### config.mk
export PLATFORM = sky130hd
export DESIGN_NAME = vms_misc_seq_regs
export DESIGN_NICKNAME = d
export VERILOG_FILES = /design/src/vms_misc_seq_regs.v /design/src/vms_clock_sel.v
export VERILOG_INCLUDE_DIRS = /design/src
export SDC_FILE = /design/constraint.sdc
export NUM_CORES = 1
export LEC_CHECK = 0
export ABC_CLOCK_PERIOD_IN_PS = 1500
export BUFFER_PORTS_ARGS = -buffer_cell sky130_fd_sc_hd__buf_2
export CAP_MARGIN = 20
export CORE_MARGIN = 2
export CORE_UTILIZATION = 51
export CTS_BUF_LIST = sky130_fd_sc_hd__clkbuf_16
export DETAILED_ROUTE_END_ITERATION = 16
export GPL_TIMING_DRIVEN = 0
export PLACE_DENSITY = 0.76
export SLEW_MARGIN = 10
export SYNTH_ARGS = -nofsm -noshare
export SYNTH_HDL_FRONTEND = slang
export SYNTH_HIERARCHICAL = 1
export SYNTH_SLANG_ARGS = --single-unit
### constraint.sdc
create_clock -name i_clock -period 1.5 [get_ports i_clock]
set_input_delay 0.225 -clock i_clock [delete_from_list [all_inputs] [get_ports i_clock]]
set_output_delay 0.225 -clock i_clock [all_outputs]
set_load 0.005 [all_outputs]
### src/vms_regs.vh
// Register offsets, field positions and reset values for the misc/sequencer register bank
`ifndef VMS_REGS_VH
`define VMS_REGS_VH

// I/O port addresses (10-bit)
`define VMS_PORT_MISC_WR     10'h3C2
`define VMS_PORT_STAT0_RD    10'h3C2
`define VMS_PORT_VSE         10'h3C3
`define VMS_PORT_SEQ_IDX     10'h3C4
`define VMS_PORT_SEQ_DATA    10'h3C5
`define VMS_PORT_MISC_RD     10'h3CC
`define VMS_PORT_STAT1_RD    10'h3DA
`define VMS_PORT_REV_RD      10'h3D0

// Sequencer indices
`define VMS_SEQ_RESET        3'h0
`define VMS_SEQ_CLKMODE      3'h1
`define VMS_SEQ_PLANEMASK    3'h2
`define VMS_SEQ_FONTMAP      3'h3
`define VMS_SEQ_MEMMODE      3'h4

// Field positions
`define VMS_MISC_STORE_BIT   1
`define VMS_MISC_CSEL0_BIT   2
`define VMS_CLK_WIDTH_BIT    0
`define VMS_VSE_EN_BIT       0
`define VMS_STAT0_VINT_BIT   7
`define VMS_DEN_LCD_BIT      0
`define VMS_DEN_CRT_BIT      1
`define VMS_DEN_LCD_ONLY     2'h1
`define VMS_MEMMODE_MASK     8'h0C
`define VMS_CLKMODE_MASK     8'h3F
`define VMS_FONTMAP_MASK     8'h3F
`define VMS_PLANE_MASK       8'h0F
`define VMS_RESET_MASK       8'h03
`define VMS_IDX_MASK         8'h07
`define VMS_VSE_MASK         8'h01

// Reset values
`define VMS_ZERO8            8'h00
`define VMS_ONES8            8'hFF
`define VMS_PLANE_RST        8'h0F

// Revision code (arbitrary neutral value)
`define VMS_REV_CODE         8'h5A

// Power-down settle time before halt, in ns, and derived cycle count at 50 ns
`define VMS_CLK_PERIOD_NS    50
`define VMS_PWR_OFF_NS       1000
`define VMS_PWR_OFF_CYC      ((`VMS_PWR_OFF_NS + `VMS_CLK_PERIOD_NS - 1) / `VMS_CLK_PERIOD_NS)
`define VMS_CNT_W            6

`endif

### src/vms_misc_seq_regs.v
// Misc output, status, video enable and sequencer register bank with reset sequencing
// Operation
// RULE1: Revision code register read-only, fixed value
// RULE2: Misc output bit 1 is plain storage
// RULE3: Clock select bit 0 picks clock input
// RULE4: LCD-only display forces alternate clock input
// RULE5: Inactive clock oscillator disabled automatically
// RULE6: Status register 0 bit 7 vertical interrupt
// RULE7: Video enable register, bit 0 only
// RULE8: Either sequencer reset bit halts sequencer
// RULE9: Panel power removed before sequencer halts
// RULE10: In-progress memory access finishes before halt
// RULE11: New access pends, ready low during reset
// RULE12: Clocking mode bits 4,2,1 plain storage
// RULE13: Character width bit ignored in LCD mode
// RULE14: Display enable bit0 LCD, bit1 CRT
// RULE15: Three-bit index selects sequencer data register
// RULE16: Clearing reset resumes, serves pending, releases ready
`timescale 1ns/10ps
`include "vms_regs.vh"
module vms_misc_seq_regs (
	input  wire       i_clock,        // 20 MHz system clock
	input  wire       i_nrst,         // Async reset, active low
	input  wire [9:0] i_io_addr,      // Host I/O address
	input  wire [7:0] i_io_wdata,     // Host write data
	input  wire       i_io_wr,        // Host I/O write strobe, one cycle
	input  wire       i_io_rd,        // Host I/O read strobe, one cycle
	input  wire [1:0] i_display_en,   // Display enable field (bit0 LCD, bit1 CRT)
	input  wire       i_vert_int,     // Vertical interrupt status
	input  wire       i_vert_retrace, // Vertical retrace status
	input  wire       i_disp_active,  // Display enable status
	input  wire       i_mem_req,      // Host memory access request, one cycle
	input  wire       i_mem_done,     // Display memory access completes, one cycle
	output reg  [7:0] o_io_rdata,     // Read data, valid cycle after read
	output reg        o_mem_go,       // Memory access start pulse
	output reg        o_ready,        // Host ready, low while access pends
	output reg        o_panel_power_control_n, // Panel power, active low
	output reg        o_seq_running,  // Sequencer running
	output reg        o_char_width9,  // Effective 9-dot width select
	output reg        o_use_alt_clk,  // Alternate pixel clock active
	output reg        o_pri_osc_en,   // Primary oscillator enable
	output reg        o_alt_osc_en    // Alternate oscillator enable
);

	// ---------------------------------------------------------------
	// Sequencer state
	// ---------------------------------------------------------------
	localparam [3:0] ST_RUN   = 4'b0001;
	localparam [3:0] ST_PWROFF = 4'b0010;
	localparam [3:0] ST_DRAIN = 4'b0100;
	localparam [3:0] ST_HALT  = 4'b1000;

	reg [7:0] misc_r;
	reg [7:0] vse_r;
	reg [2:0] idx_r;
	reg [1:0] seqrst_r;
	reg [7:0] clkmode_r;
	reg [7:0] plane_r;
	reg [7:0] font_r;
	reg [7:0] memmode_r;
	reg [3:0] state_r;
	reg [3:0] state_nxt;
	reg [`VMS_CNT_W-1:0] cnt_r;
	reg       busy_r;
	reg       pend_r;
	reg [7:0] rdata_nxt;
	wire      use_alt;
	wire      pri_en;
	wire      alt_en;
	wire      seq_rst_req;
	wire      lcd_only;
	wire      start_now;

	// Full-width cycle count, cut to the counter width on purpose
	localparam [31:0]           PWR_CYC_FULL = `VMS_PWR_OFF_CYC;
	localparam [`VMS_CNT_W-1:0] PWR_CYC      = PWR_CYC_FULL[`VMS_CNT_W-1:0];

	assign seq_rst_req = |seqrst_r;  // [RULE8]
	assign lcd_only    = (i_display_en == `VMS_DEN_LCD_ONLY); // [RULE14]
	assign start_now   = (state_r == ST_RUN) && !busy_r && (pend_r || i_mem_req);

	// ---------------------------------------------------------------
	// Register writes
	// ---------------------------------------------------------------
	always @(posedge i_clock or negedge i_nrst) begin
		if (!i_nrst) begin
			misc_r    <= `VMS_ZERO8;
			vse_r     <= `VMS_ZERO8;
			idx_r     <= 3'h0;
			seqrst_r  <= 2'h0;
			clkmode_r <= `VMS_ZERO8;
			plane_r   <= `VMS_PLANE_RST;
			font_r    <= `VMS_ZERO8;
			memmode_r <= `VMS_ZERO8;
		end else if (i_io_wr) begin
			case (i_io_addr)
			`VMS_PORT_MISC_WR: misc_r <= i_io_wdata;   // [RULE2] [RULE3]
			`VMS_PORT_VSE: vse_r <= i_io_wdata & `VMS_VSE_MASK; // [RULE7]
			`VMS_PORT_SEQ_IDX: idx_r <= i_io_wdata[2:0]; // [RULE15]
			`VMS_PORT_SEQ_DATA: begin
				case (idx_r) // [RULE15]
				`VMS_SEQ_RESET: seqrst_r <= i_io_wdata[1:0]; // [RULE8] [RULE16]
				`VMS_SEQ_CLKMODE: clkmode_r <= i_io_wdata & `VMS_CLKMODE_MASK; // [RULE12]
				`VMS_SEQ_PLANEMASK: plane_r <= i_io_wdata & `VMS_PLANE_MASK;
				`VMS_SEQ_FONTMAP: font_r <= i_io_wdata & `VMS_FONTMAP_MASK;
				`VMS_SEQ_MEMMODE: memmode_r <= i_io_wdata & `VMS_MEMMODE_MASK;
				default: ;
				endcase
			end
			default: ; // Revision code and status 1 ports ignore writes; status 0 port writes go to misc output [RULE1]
			endcase
		end
	end

	// ---------------------------------------------------------------
	// Read mux
	// ---------------------------------------------------------------
	always @* begin
		rdata_nxt = `VMS_ZERO8;
		case (i_io_addr)
		`VMS_PORT_STAT0_RD: rdata_nxt[`VMS_STAT0_VINT_BIT] = i_vert_int; // [RULE6]
		`VMS_PORT_MISC_RD: rdata_nxt = misc_r; // [RULE2]
		`VMS_PORT_VSE: rdata_nxt = vse_r; // [RULE7]
		`VMS_PORT_SEQ_IDX: rdata_nxt = {5'h00, idx_r};
		`VMS_PORT_STAT1_RD: rdata_nxt = {4'h0, i_vert_retrace, 2'h0, i_disp_active};
		`VMS_PORT_REV_RD: rdata_nxt = `VMS_REV_CODE; // [RULE1]
		`VMS_PORT_SEQ_DATA: begin
			case (idx_r)
			`VMS_SEQ_RESET: rdata_nxt = {6'h00, seqrst_r};
			`VMS_SEQ_CLKMODE: rdata_nxt = clkmode_r; // [RULE12]
			`VMS_SEQ_PLANEMASK: rdata_nxt = plane_r;
			`VMS_SEQ_FONTMAP: rdata_nxt = font_r;
			`VMS_SEQ_MEMMODE: rdata_nxt = memmode_r;
			default: rdata_nxt = `VMS_ZERO8;
			endcase
		end
		default: rdata_nxt = `VMS_ZERO8;
		endcase
	end

	always @(posedge i_clock or negedge i_nrst) begin
		if (!i_nrst)
			o_io_rdata <= `VMS_ZERO8;
		else if (i_io_rd)
			o_io_rdata <= rdata_nxt;
	end

	// ---------------------------------------------------------------
	// Sequencer reset state machine
	// ---------------------------------------------------------------
	always @* begin
		state_nxt = state_r;
		case (state_r)
		ST_RUN: if (seq_rst_req) state_nxt = ST_PWROFF; // [RULE8]
		ST_PWROFF: if (cnt_r == PWR_CYC) state_nxt = ST_DRAIN; // [RULE9]
		ST_DRAIN: if (!busy_r || i_mem_done) state_nxt = ST_HALT; // [RULE10]
		ST_HALT: if (!seq_rst_req) state_nxt = ST_RUN; // [RULE16]
		default: state_nxt = ST_RUN;
		endcase
	end

	always @(posedge i_clock or negedge i_nrst) begin
		if (!i_nrst) begin
			state_r <= ST_RUN;
			cnt_r   <= {`VMS_CNT_W{1'b0}};
		end else begin
			state_r <= state_nxt;
			if (state_r == ST_PWROFF)
				cnt_r <= cnt_r + 1'b1;
			else
				cnt_r <= {`VMS_CNT_W{1'b0}};
		end
	end

	// ---------------------------------------------------------------
	// Memory access tracking and ready
	// ---------------------------------------------------------------
	always @(posedge i_clock or negedge i_nrst) begin
		if (!i_nrst) begin
			busy_r   <= 1'b0;
			pend_r   <= 1'b0;
			o_mem_go <= 1'b0;
			o_ready  <= 1'b1;
		end else begin
			o_mem_go <= start_now; // [RULE16]
			if (start_now)
				busy_r <= 1'b1;
			else if (i_mem_done)
				busy_r <= 1'b0; // [RULE10]
			// New request held while not running or busy
			if (start_now)
				pend_r <= 1'b0;
			else if (i_mem_req)
				pend_r <= 1'b1; // [RULE11]
			o_ready <= !(pend_r || (i_mem_req && !start_now)) || start_now; // [RULE11]
		end
	end

	// ---------------------------------------------------------------
	// Panel power, status and effective width
	// ---------------------------------------------------------------
	always @(posedge i_clock or negedge i_nrst) begin
		if (!i_nrst) begin
			o_panel_power_control_n <= 1'b0;
			o_seq_running           <= 1'b1;
			o_char_width9           <= 1'b0;
		end else begin
			o_panel_power_control_n <= (state_nxt != ST_RUN); // [RULE9]
			o_seq_running           <= (state_nxt != ST_HALT);
			o_char_width9           <= lcd_only ? 1'b0 : clkmode_r[`VMS_CLK_WIDTH_BIT]; // [RULE13]
		end
	end

	// ---------------------------------------------------------------
	// Pixel clock selection
	// ---------------------------------------------------------------
	vms_clock_sel u_clock_sel (
		.i_clock        (i_clock),
		.i_nrst         (i_nrst),
		.i_clock_select (misc_r[`VMS_MISC_CSEL0_BIT+1:`VMS_MISC_CSEL0_BIT]),
		.i_display_en   (i_display_en),
		.o_use_alt      (use_alt),
		.o_pri_osc_en   (pri_en),
		.o_alt_osc_en   (alt_en)
	);

	// Re-register so top outputs come from flops here
	always @(posedge i_clock or negedge i_nrst) begin
		if (!i_nrst) begin
			o_use_alt_clk <= 1'b0;
			o_pri_osc_en  <= 1'b1;
			o_alt_osc_en  <= 1'b0;
		end else begin
			o_use_alt_clk <= use_alt; // [RULE4]
			o_pri_osc_en  <= pri_en;  // [RULE5]
			o_alt_osc_en  <= alt_en;
		end
	end

endmodule

### src/vms_clock_sel.v
// Pixel clock source selection and inactive oscillator shutdown
`timescale 1ns/10ps
module vms_clock_sel (
	input  wire       i_clock,        // System clock
	input  wire       i_nrst,         // Async reset, active low
	input  wire [1:0] i_clock_select, // Clock select field
	input  wire [1:0] i_display_en,   // Display enable field
	output reg        o_use_alt,      // 1: alternate clock active
	output reg        o_pri_osc_en,   // Primary oscillator enable
	output reg        o_alt_osc_en    // Alternate oscillator enable
);

	wire use_alt_nxt;

	// LCD-only forces alternate clock, else select bit 0 decides
	assign use_alt_nxt = (i_display_en == `VMS_DEN_LCD_ONLY) ? 1'b1 // [RULE4]
			   : i_clock_select[0];                          // [RULE3]

	// Registered selection; inactive oscillator switched off
	always @(posedge i_clock or negedge i_nrst) begin
		if (!i_nrst) begin
			o_use_alt    <= 1'b0;
			o_pri_osc_en <= 1'b1;
			o_alt_osc_en <= 1'b0;
		end else begin
			o_use_alt    <= use_alt_nxt;
			o_pri_osc_en <= ~use_alt_nxt; // [RULE5]
			o_alt_osc_en <= use_alt_nxt;  // [RULE5]
		end
	end

endmodule

## After elaboration in Yosys (flattened, before gate mapping)

Cells that the tools add are included.

| word-level totals | value |
|---|---|
| input bits | 29 |
| logic and storage cells | 80 |
| bits in writable memories | 0 |
| ROM bits | 0 |
| memories kept | 0 |
| bits in latches | 0 |
| register bits | 61 |

| cells by class | value |
|---|---|
| mux-type cells | 15 |
| bitwise gates (word level) | 1 |
| $add $sub $neg | 1 |
| equality and inequality tests | 19 |
| reduce and logical (&&, ||, !) cells | 22 |
| shift operators | 0 |
| order comparisons | 0 |
| divide/modulo/power cells | 0 |
| multipliers | 0 |

Operators by type and width:

| operator | number |
|---|---|
| == test 10 bit, second input constant | 7 |
| one-hot mux 7 bit (6 select lines) | 1 |
| one-hot mux 6 bit (5 select lines) | 1 |
| two-way mux 4 bit | 4 |
| one-hot mux 4 bit (4 select lines) | 1 |
| AND reduction 3 bit | 5 |
| adder 6 x 1 -> 6 bit, second input constant | 1 |
| == test 3 x 2 -> 1 bit, second input constant | 2 |
| == test 6 x 5 -> 1 bit, second input constant | 1 |
| two-way mux 1 bit | 6 |
| two-way mux 6 bit | 1 |
| AND reduction 2 bit | 3 |
| == test 4 x 1 -> 1 bit, second input constant | 1 |
| == test 4 x 2 -> 1 bit, second input constant | 1 |
| == test 4 x 3 -> 1 bit, second input constant | 1 |
| == test 4 bit, second input constant | 1 |
| logical OR 1 bit | 4 |
| != test 4 x 1 -> 1 bit, second input constant | 1 |
| != test 4 bit, second input constant | 1 |
| nonzero test 2 bit | 2 |
| == test 3 x 1 -> 1 bit, second input constant | 1 |
| == test 3 bit, second input constant | 1 |
| logical AND 1 bit | 3 |
| logical NOT 1 bit | 3 |
| other kinds (5) | 5 |

## Longest topological paths before layout

Gate-level depths: netlist (run 1).

| depth | value |
|---|---|
| depth in word-level cells | 8 |
| depth in mapped cells | 6 |
| gate-level depth less buffers | 6 |

## By module

The synthesis (run 1) kept the hierarchy.

By module, submodules not included:

| module | seq. area each (um2) | area an instance (um2) | cells an instance | instances |
|---|---|---|---|---|
| vms_misc_seq_regs | 1511.4 | 2847.7 | 243 | 1 |
| vms_clock_sel | 51.3 | 75.1 | 6 | 1 |

## Worst setup path before layout (run 1)

Ideal clock, no wire load.

| timing path | value |
|---|---|
| path type | input-to-reg |
| start | input i_io_addr[1] |
| end | register font_r[0] |
| arrival | 1706 ps |
| path slack | -330 ps |
| stages on the path | 4 |
| path through | or4b_4 nor3b_4 nand4_4 mux2_2 |

| between the ends | value |
|---|---|
| cells in the longest elaborated chain, start to end | 2 |

Ends and longest elaborated chain:

| element | line | text |
|---|---|---|
| from (decl) | vms_misc_seq_regs.v:24 | `input wire [9:0] i_io_addr,` |
| == test 10 bit | vms_misc_seq_regs.v:96 | `case (i_io_addr)` |
| AND reduction 3 bit (no source line) | n/a |  |
| to (signal assigned) | vms_misc_seq_regs.v:93 | `` font_r <= `VMS_ZERO8; `` |
| to (signal assigned) | vms_misc_seq_regs.v:105 | `` `VMS_SEQ_FONTMAP: font_r <= i_io_wdata & `VMS_FONTMAP_MASK; `` |
| to (decl) | vms_misc_seq_regs.v:59 | `reg [7:0] font_r;` |

Every way passes these cells.
A chain may end at the register's enable or synchronous reset.

## Final worst setup path (run 1)

| timing path | value |
|---|---|
| start | input i_io_addr[4] |
| end | register font_r[5] |

Same word-level chain as after synthesis.

==> results of run 1 <==
cell type report:
type / count / area (µm²)
buffer: 9 / 46.3
sequential: 62 / 1570
clock inverter: 7 / 66.3
tap: 72 / 90.1
fill: 395 / 1850
clock buffer: 9 / 225
timing repair buffer: 49 / 295
multi-input combinational: 165 / 1330
inverter: 10 / 37.5
critical path: stages:
cell and delay, ns:
buf_8 0.10, or4b_4 0.55, nor3b_4 0.25, buf_6 0.17, nand4_4 0.19, mux2_2 0.33
synthesized netlist by cell type (2+ instances only):
cell type,instances,share of area [%]
o22ai_1,2,0.43
a41oi_1,2,0.60
nor2_1,23,3.0
nand4_4,2,1.5
and3_1,3,0.64
inv_1,10,1.3
dfrtp_1,53,45
xnor2_1,2,0.60
nor4_1,2,0.43
nor2b_1,4,0.86
a31oi_1,4,0.86
o21ai_0,10,1.7
nand3b_1,6,1.5
nor4b_1,2,0.60
mux2i_1,4,1.4
mux4_2,2,1.5
mux2_2,36,14
nand2_1,7,0.90
nand3_1,13,2.2
nand4_1,4,0.86
dfstp_2,9,8.1
ha_1,2,0.86
clkbuf_1,8,1.0
nor3_1,5,0.86
a21oi_1,4,0.68
nand2b_1,6,1.3
buf_1,2,0.26
xor2_1,2,0.60
cells by family (layout without fill, tap and decap cells):
family                   count (synthesis)  after routing  share of synthesized area, %
flip-flops                              62             62                          53.5
AO/OA/AOI/OAI                           31             31                          6.72
multiplexers                            42             42                          16.8
adder cells (fa/ha/maj)                  2              2                         0.856
XOR/XNOR                                 4              4                          1.20
buffers and inverters                   22             84                          3.00
AND/OR/NAND/NOR                         86             86                          18.0
layer usage:
| metal | share of wire (%) | global-route usage, % | vias to the layer above |
|---|---|---|---|
| met3 | 5.4 | 6.00 | 17 |
| met1 | 44 | 28.6 | 1043 |
| met2 | 48 | 32.4 | 64 |
| met4 | 2.4 | 10.3 | 0 |
| met5 | 0 | 0 | - |
| li1 | - | - | 1014 |
placed cells by master (no fill, tap or decap), types with 3 or more instances in the layout:
| cell | count |
|---|---|
| dfrtp_1 | 50 |
| buf_2 | 39 |
| mux2_2 | 34 |
| nor2_1 | 22 |
| nand3_1 | 12 |
| inv_1 | 11 |
| clkbuf_16 | 9 |
| dfstp_2 | 9 |
| o21ai_0 | 8 |
| nand2_1 | 7 |
| nand2b_1 | 6 |
| nand3b_1 | 6 |
| buf_4 | 6 |
| nor3_1 | 5 |
| clkbuf_1 | 4 |
| a21oi_1 | 4 |
| mux2i_1 | 4 |
| nand4_1 | 4 |
| a31oi_1 | 4 |
| buf_6 | 4 |
| and3_1 | 3 |
| dfrtp_2 | 3 |
worst paths after layout:
| path | slack [ns] | from | to |
|---|---|---|---|
| hold reg to reg | 0.36 | u_clock_sel/o_pri_osc_en | o_pri_osc_en |
| setup / recovery | -0.12 | i_io_addr[4] | font_r[5] |
| max in group asynchronous | 0.44 | i_nrst | state_r[2] |
| setup reg to reg | -0.07 | idx_r[2] | font_r[5] |
| hold / removal | 0.07 | i_display_en[0] | u_clock_sel/o_pri_osc_en |
| min in group asynchronous | 0.51 | i_nrst | cnt_r[2] |
state kept, by name, summed over array words and instances, names as in the netlist, 2 cells and up:
name and cells:
clkmode_r 6, cnt_r 6, font_r 6, idx_r 3, memmode_r 2, misc_r 8, o_io_rdata 8, plane_r 4
seqrst_r 2, state_r 4
report_power, final:
group,internal (mW),switching (mW)
sequential,1.77,0.0388
clock,1.27,0.739
combinational,0.133,0.176
through the flow:
| stage | instance area (µm²) | total power, mW | std cells | util [%] | TNS, ns |
|---|---|---|---|---|---|
| 2_1_floorplan | 2930 | 1.95 | 249 | - | -5.74 |
| 3_3_place_gp | 3230 | 2.10 | 364 | 58.7 | -17.67 |
| 3_5_place_dp | 3240 | 2.11 | 364 | 58.8 | -17.89 |
| 4_1_cts | 3620 | 4.14 | 383 | 65.7 | -1.29 |
| 5_1_grt | 3660 | 4.30 | 383 | 66.4 | -3.22 |
| 6_report | 3660 | 4.12 | 383 | 66.4 | -1.18 |
repair_timing:
action	4_1_cts	5_1_grt
resized for setup	18	12
hold buffers	1	0
pin swaps	2	3
endpoints found under the setup margin	26	45
setup buffers	4	2
hold endpoints to repair	8	0
==> summary.txt, run 1 <==
Outcome
  – Status: finished, violations left
  – Failing checks: setup timing

Placed design
  – Input/output buffers: 43
  – Dpl ws: -0.681 ns
  – Final GP Congestion: 0.880
  – Dpl hpwl: 4090 µm

Setup path
  – Crit path DAT: 1.83 ns
  – CP Data Required Time: 1.71 ns
  – Critical path type: primary input to register
  – Setup crit end kind: register
  – Critical Path Fanout Max: 6
  – Crit path launch type: primary input
  – Worst R2R Path Depth: 4

Floorplanning
  – Initial Util: 53.1%
  – Die H: 79.7 µm
  – Horiz. Die Dim: 79.7 µm
  – Die area: 6350 µm²
  – Core area: 5510 µm²
  – Num rows: 27
  – Num ports: 45

Timing
  – Setup ws final: -0.117 ns
  – Tightest Pin Transition: 0.767 ns
  – Slew headroom: 48.9%
  – Final Hold Fails: 0
  – Fin crit period: 1.62 ns
  – Worst Skew: 0.00890 ns
  – Final Slew Violations: 0
  – Hold WS: 0.0739 ns
  – Max frequency: 619 MHz
  – Final-report setup violation count: 18
  – RSZ-0062 raised after global routing: yes
  – Period utilization: 108%

Detailed routing
  – DR iter-0 viols: 153
  – DR WL/cell: 16.5 µm
  – Routed via count: 2138
  – Vias per std cell: 5.58
  – Drt total wl: 6300 µm
  – DRT Pass-1 Iters: 4
  – DRC: 0
  – Post-route ant nets: 0

Finish
  – Layout cells sized above 1: 41.5%
  – Nets: 337
  – ANT cells: 0
  – Area Overhead vs Synth: 25.1%

Synth
  – Dominant synthesized flop cell: dfrtp_1
  – #FFs+latches synth: 62
  – Count of flip-flops with a built-in enable after synthesis: 0
  – Unique masters post-synth: 48
  – Synthesized net count: 280
  – Synthesized area per cell: 11.7 µm²
  – Ys async rst share: 100%
  – Post-synthesis sequential area ratio: 53.5%
  – Yosys Warn Count: 6
  – Mapped Area: 2920 µm²
  – Gate Count Post-Synth: 249

Clocking
  – CTS tree: done
  – Skew-Pair Late Insertion Delay: 0.33 ns
  – Inserted Clock Buffers: 9
  – CTS Root Cell: clkbuf_16
  – Max Root-Sink Buffers: 2
  – H-tree level count: 3
  – Clk pin slew, worst setup/hold paths: 0.05 ns
  – Sink Count: 62

Min path
  – Hold Path Depth: 2
  – Hold crit path type: primary input to register

Pwr
  – PwrDens: 1130 nW/µm²
  – Leak: 1.74 nW
  – VDD IR-drop max: 875 µV

Global route
  – GRT Util Overall: 21.5%
  – Maximum number of pins on one net before global-route repair: 63
  – Initial antenna violation count: 0
  – Vias in the first global route: 2101
  – Total grt overflow: 0
  – First-pass GRT wire length: 10200 µm

Job
  – Max cap viols: 0
Note: power is estimated with default switching activity, not from simulation.
==> inputs of run 2 (changes only) <==
- CORE_UTILIZATION: 51 -> 40
- PLACE_DENSITY: 0.76 -> unset
- RECOVER_POWER: unset -> 50
==> summary.txt, run 2 (same netlist as run 1, synthesis figures left out) <==
Clocking
  – CTS Root Cell: clkbuf_16
  – Max Root-Sink Buffers: 2
  – CTS tree: done
  – H-tree level count: 3
  – Inserted Clock Buffers: 9
  – Skew-Pair Late Insertion Delay: 0.32 ns
  – Sink Count: 62
  – Clk pin slew, worst setup/hold paths: 0.05 ns

Detailed routing
  – Drt total wl: 6030 µm
  – Post-route ant nets: 0
  – DRT Pass-1 Iters: 4
  – DR WL/cell: 14.7 µm
  – Vias per std cell: 5.04
  – DR iter-0 viols: 79
  – Routed via count: 2065
  – DRC: 0

Timing
  – Setup ws final: -0.112 ns
  – Period utilization: 107%
  – Final-report setup violation count: 19
  – Hold WS: 0.0738 ns
  – Max frequency: 620 MHz
  – Fin crit period: 1.61 ns
  – Slew headroom: -2.11%
  – RSZ-0062 raised after global routing: yes
  – Worst Skew: 0.00475 ns
  – Tightest Pin Transition: 1.53 ns
  – Final Hold Fails: 0
  – Final Slew Violations: 63

Floorplanning
  – Num ports: 45
  – Initial Util: 40.7%
  – Horiz. Die Dim: 89.5 µm
  – Core area: 7180 µm²
  – Num rows: 31
  – Die H: 89.5 µm
  – Die area: 8010 µm²

Pwr
  – Leak: 1.74 nW
  – PwrDens: 1050 nW/µm²
  – VDD IR-drop max: 537 µV

Global route
  – Total grt overflow: 0
  – Initial antenna violation count: 0
  – Vias in the first global route: 1956
  – Met3 GRT Util: 4.62%
  – First-pass GRT wire length: 9740 µm
  – GRT Util Overall: 16.4%
  – Met2 usage: 23.7%
  – Met1 usage: 23.5%
  – GR peak layer: met2
  – Maximum number of pins on one net before global-route repair: 63

Setup path
  – Crit path DAT: 1.81 ns
  – CP Data Required Time: 1.70 ns
  – Setup crit end kind: register
  – Crit path launch type: primary input
  – Critical Path Fanout Max: 7
  – Critical path type: primary input to register

Finish
  – Nets: 339
  – ANT cells: 0
  – Top Registers: misc_r (8), o_io_rdata (8)
  – Layout cells sized above 1: 40.2%
  – Final Util: 50.9%
  – Most common cell after layout, fill and taps aside: dfrtp_1
  – Area Overhead vs Synth: 25.0%
  – Most frequent cells in the layout: dfrtp_1 (52), buf_2 (40), mux2_2 (33)
  – FILL cells: 657
  – Post-route cell area: 3650 µm²

Outcome
  – Failing checks: capacitance limit, slew limit, setup timing
  – Status: finished, violations left

Min path
  – Hold crit path type: primary input to register

Placed design
  – Dpl hpwl: 4140 µm
  – Input/output buffers: 43
  – Final GP Congestion: 0.778
  – DP Area: 3270 µm²

Job
  – Max cap viols: 1
## run 2: cell types whose count changed in the layout (fill, tap and decap cells not counted), moves of 2 or more
| cell | change |
|---|---|
| buf_4 | +2 |
| buf_6 | -3 |
| clkinvlp_4 | -2 |
| dfrtp_1 | +2 |
| dfrtp_2 | -2 |
## run 2: worst paths after layout
| kind | slack (ns) | end | cells past startpoint | start |
|---|---|---|---|---|
| max | -0.11 | font_r[2] | 6 | i_io_addr[4] |
| min | 0.07 | u_clock_sel/o_pri_osc_en | 2 | i_display_en[0] |
| max reg2reg | -0.08 | font_r[2] | 4 | idx_r[2] |
| min reg2reg | 0.36 | o_pri_osc_en | 0 | u_clock_sel/o_pri_osc_en |
| max in group asynchronous | 0.20 | idx_r[0] | 1 | i_nrst |
| min in group asynchronous | 0.28 | u_clock_sel/o_use_alt | 1 | i_nrst |
## run 2: per-stage QoR
step / TNS (ns) / cells / setup slack (ns) / power [mW]
final: -1.32 / 410 / -0.112 / 3.83
after global routing: -2.70 / 410 / -0.156 / 4.03
after CTS: -1.15 / 406 / -0.118 / 3.88
after detailed placement: -18.87 / 391 / -0.679 / 2.11
after global placement: -19.65 / 391 / -0.698 / 2.11
after floorplan: -5.74 / 249 / -0.306 / 1.95
## run 2: report_power, final
| group | switching [mW] | internal (mW) |
|---|---|---|
| clock | 0.654 | 1.07 |
| combinational | 0.172 | 0.135 |
| sequential | 0.0347 | 1.77 |
| total | 0.861 | 2.97 |
## run 2: per-layer routing
| metal | wire, µm | share of wire, % | vias up |
|---|---|---|---|
| li1 | - | - | 1016 |
| met1 | 2880 | 48 | 1006 |
| met2 | 2810 | 47 | 37 |
| met3 | 238 | 3.9 | 6 |
| met4 | 90 | 1.5 | 0 |
| met5 | 0 | 0 | - |
## run 2: repair_timing
item | 4_1_cts | 5_1_grt
endpoints found under the hold margin | 0 | 0
hold buffers | 0 | 0
setup buffers | 3 | 5
endpoints found under the setup margin | 35 | 37
resized for setup | 15 | 7
pin swaps | 2 | 2
## run 2: layout make-up
type / instances / area [µm²] / share of cell area, %
well taps: 99 / 124 / 3.39
inverters: 10 / 37.5 / 1.03
clock buffers: 9 / 225 / 6.16
repair buffers: 51 / 314 / 8.60
clock inverters: 5 / 21.3 / 0.582
multi-input cells: 165 / 1330 / 36.3
flip-flops and latches: 62 / 1560 / 42.8
plain buffers: 9 / 42.5 / 1.16
## run 2: critical path, stage by stage
cell and delay [ns]:
buf_8 0.09, or4b_4 0.56, nor3b_4 0.24, buf_12 0.16, nand4_4 0.19, mux2_4 0.35
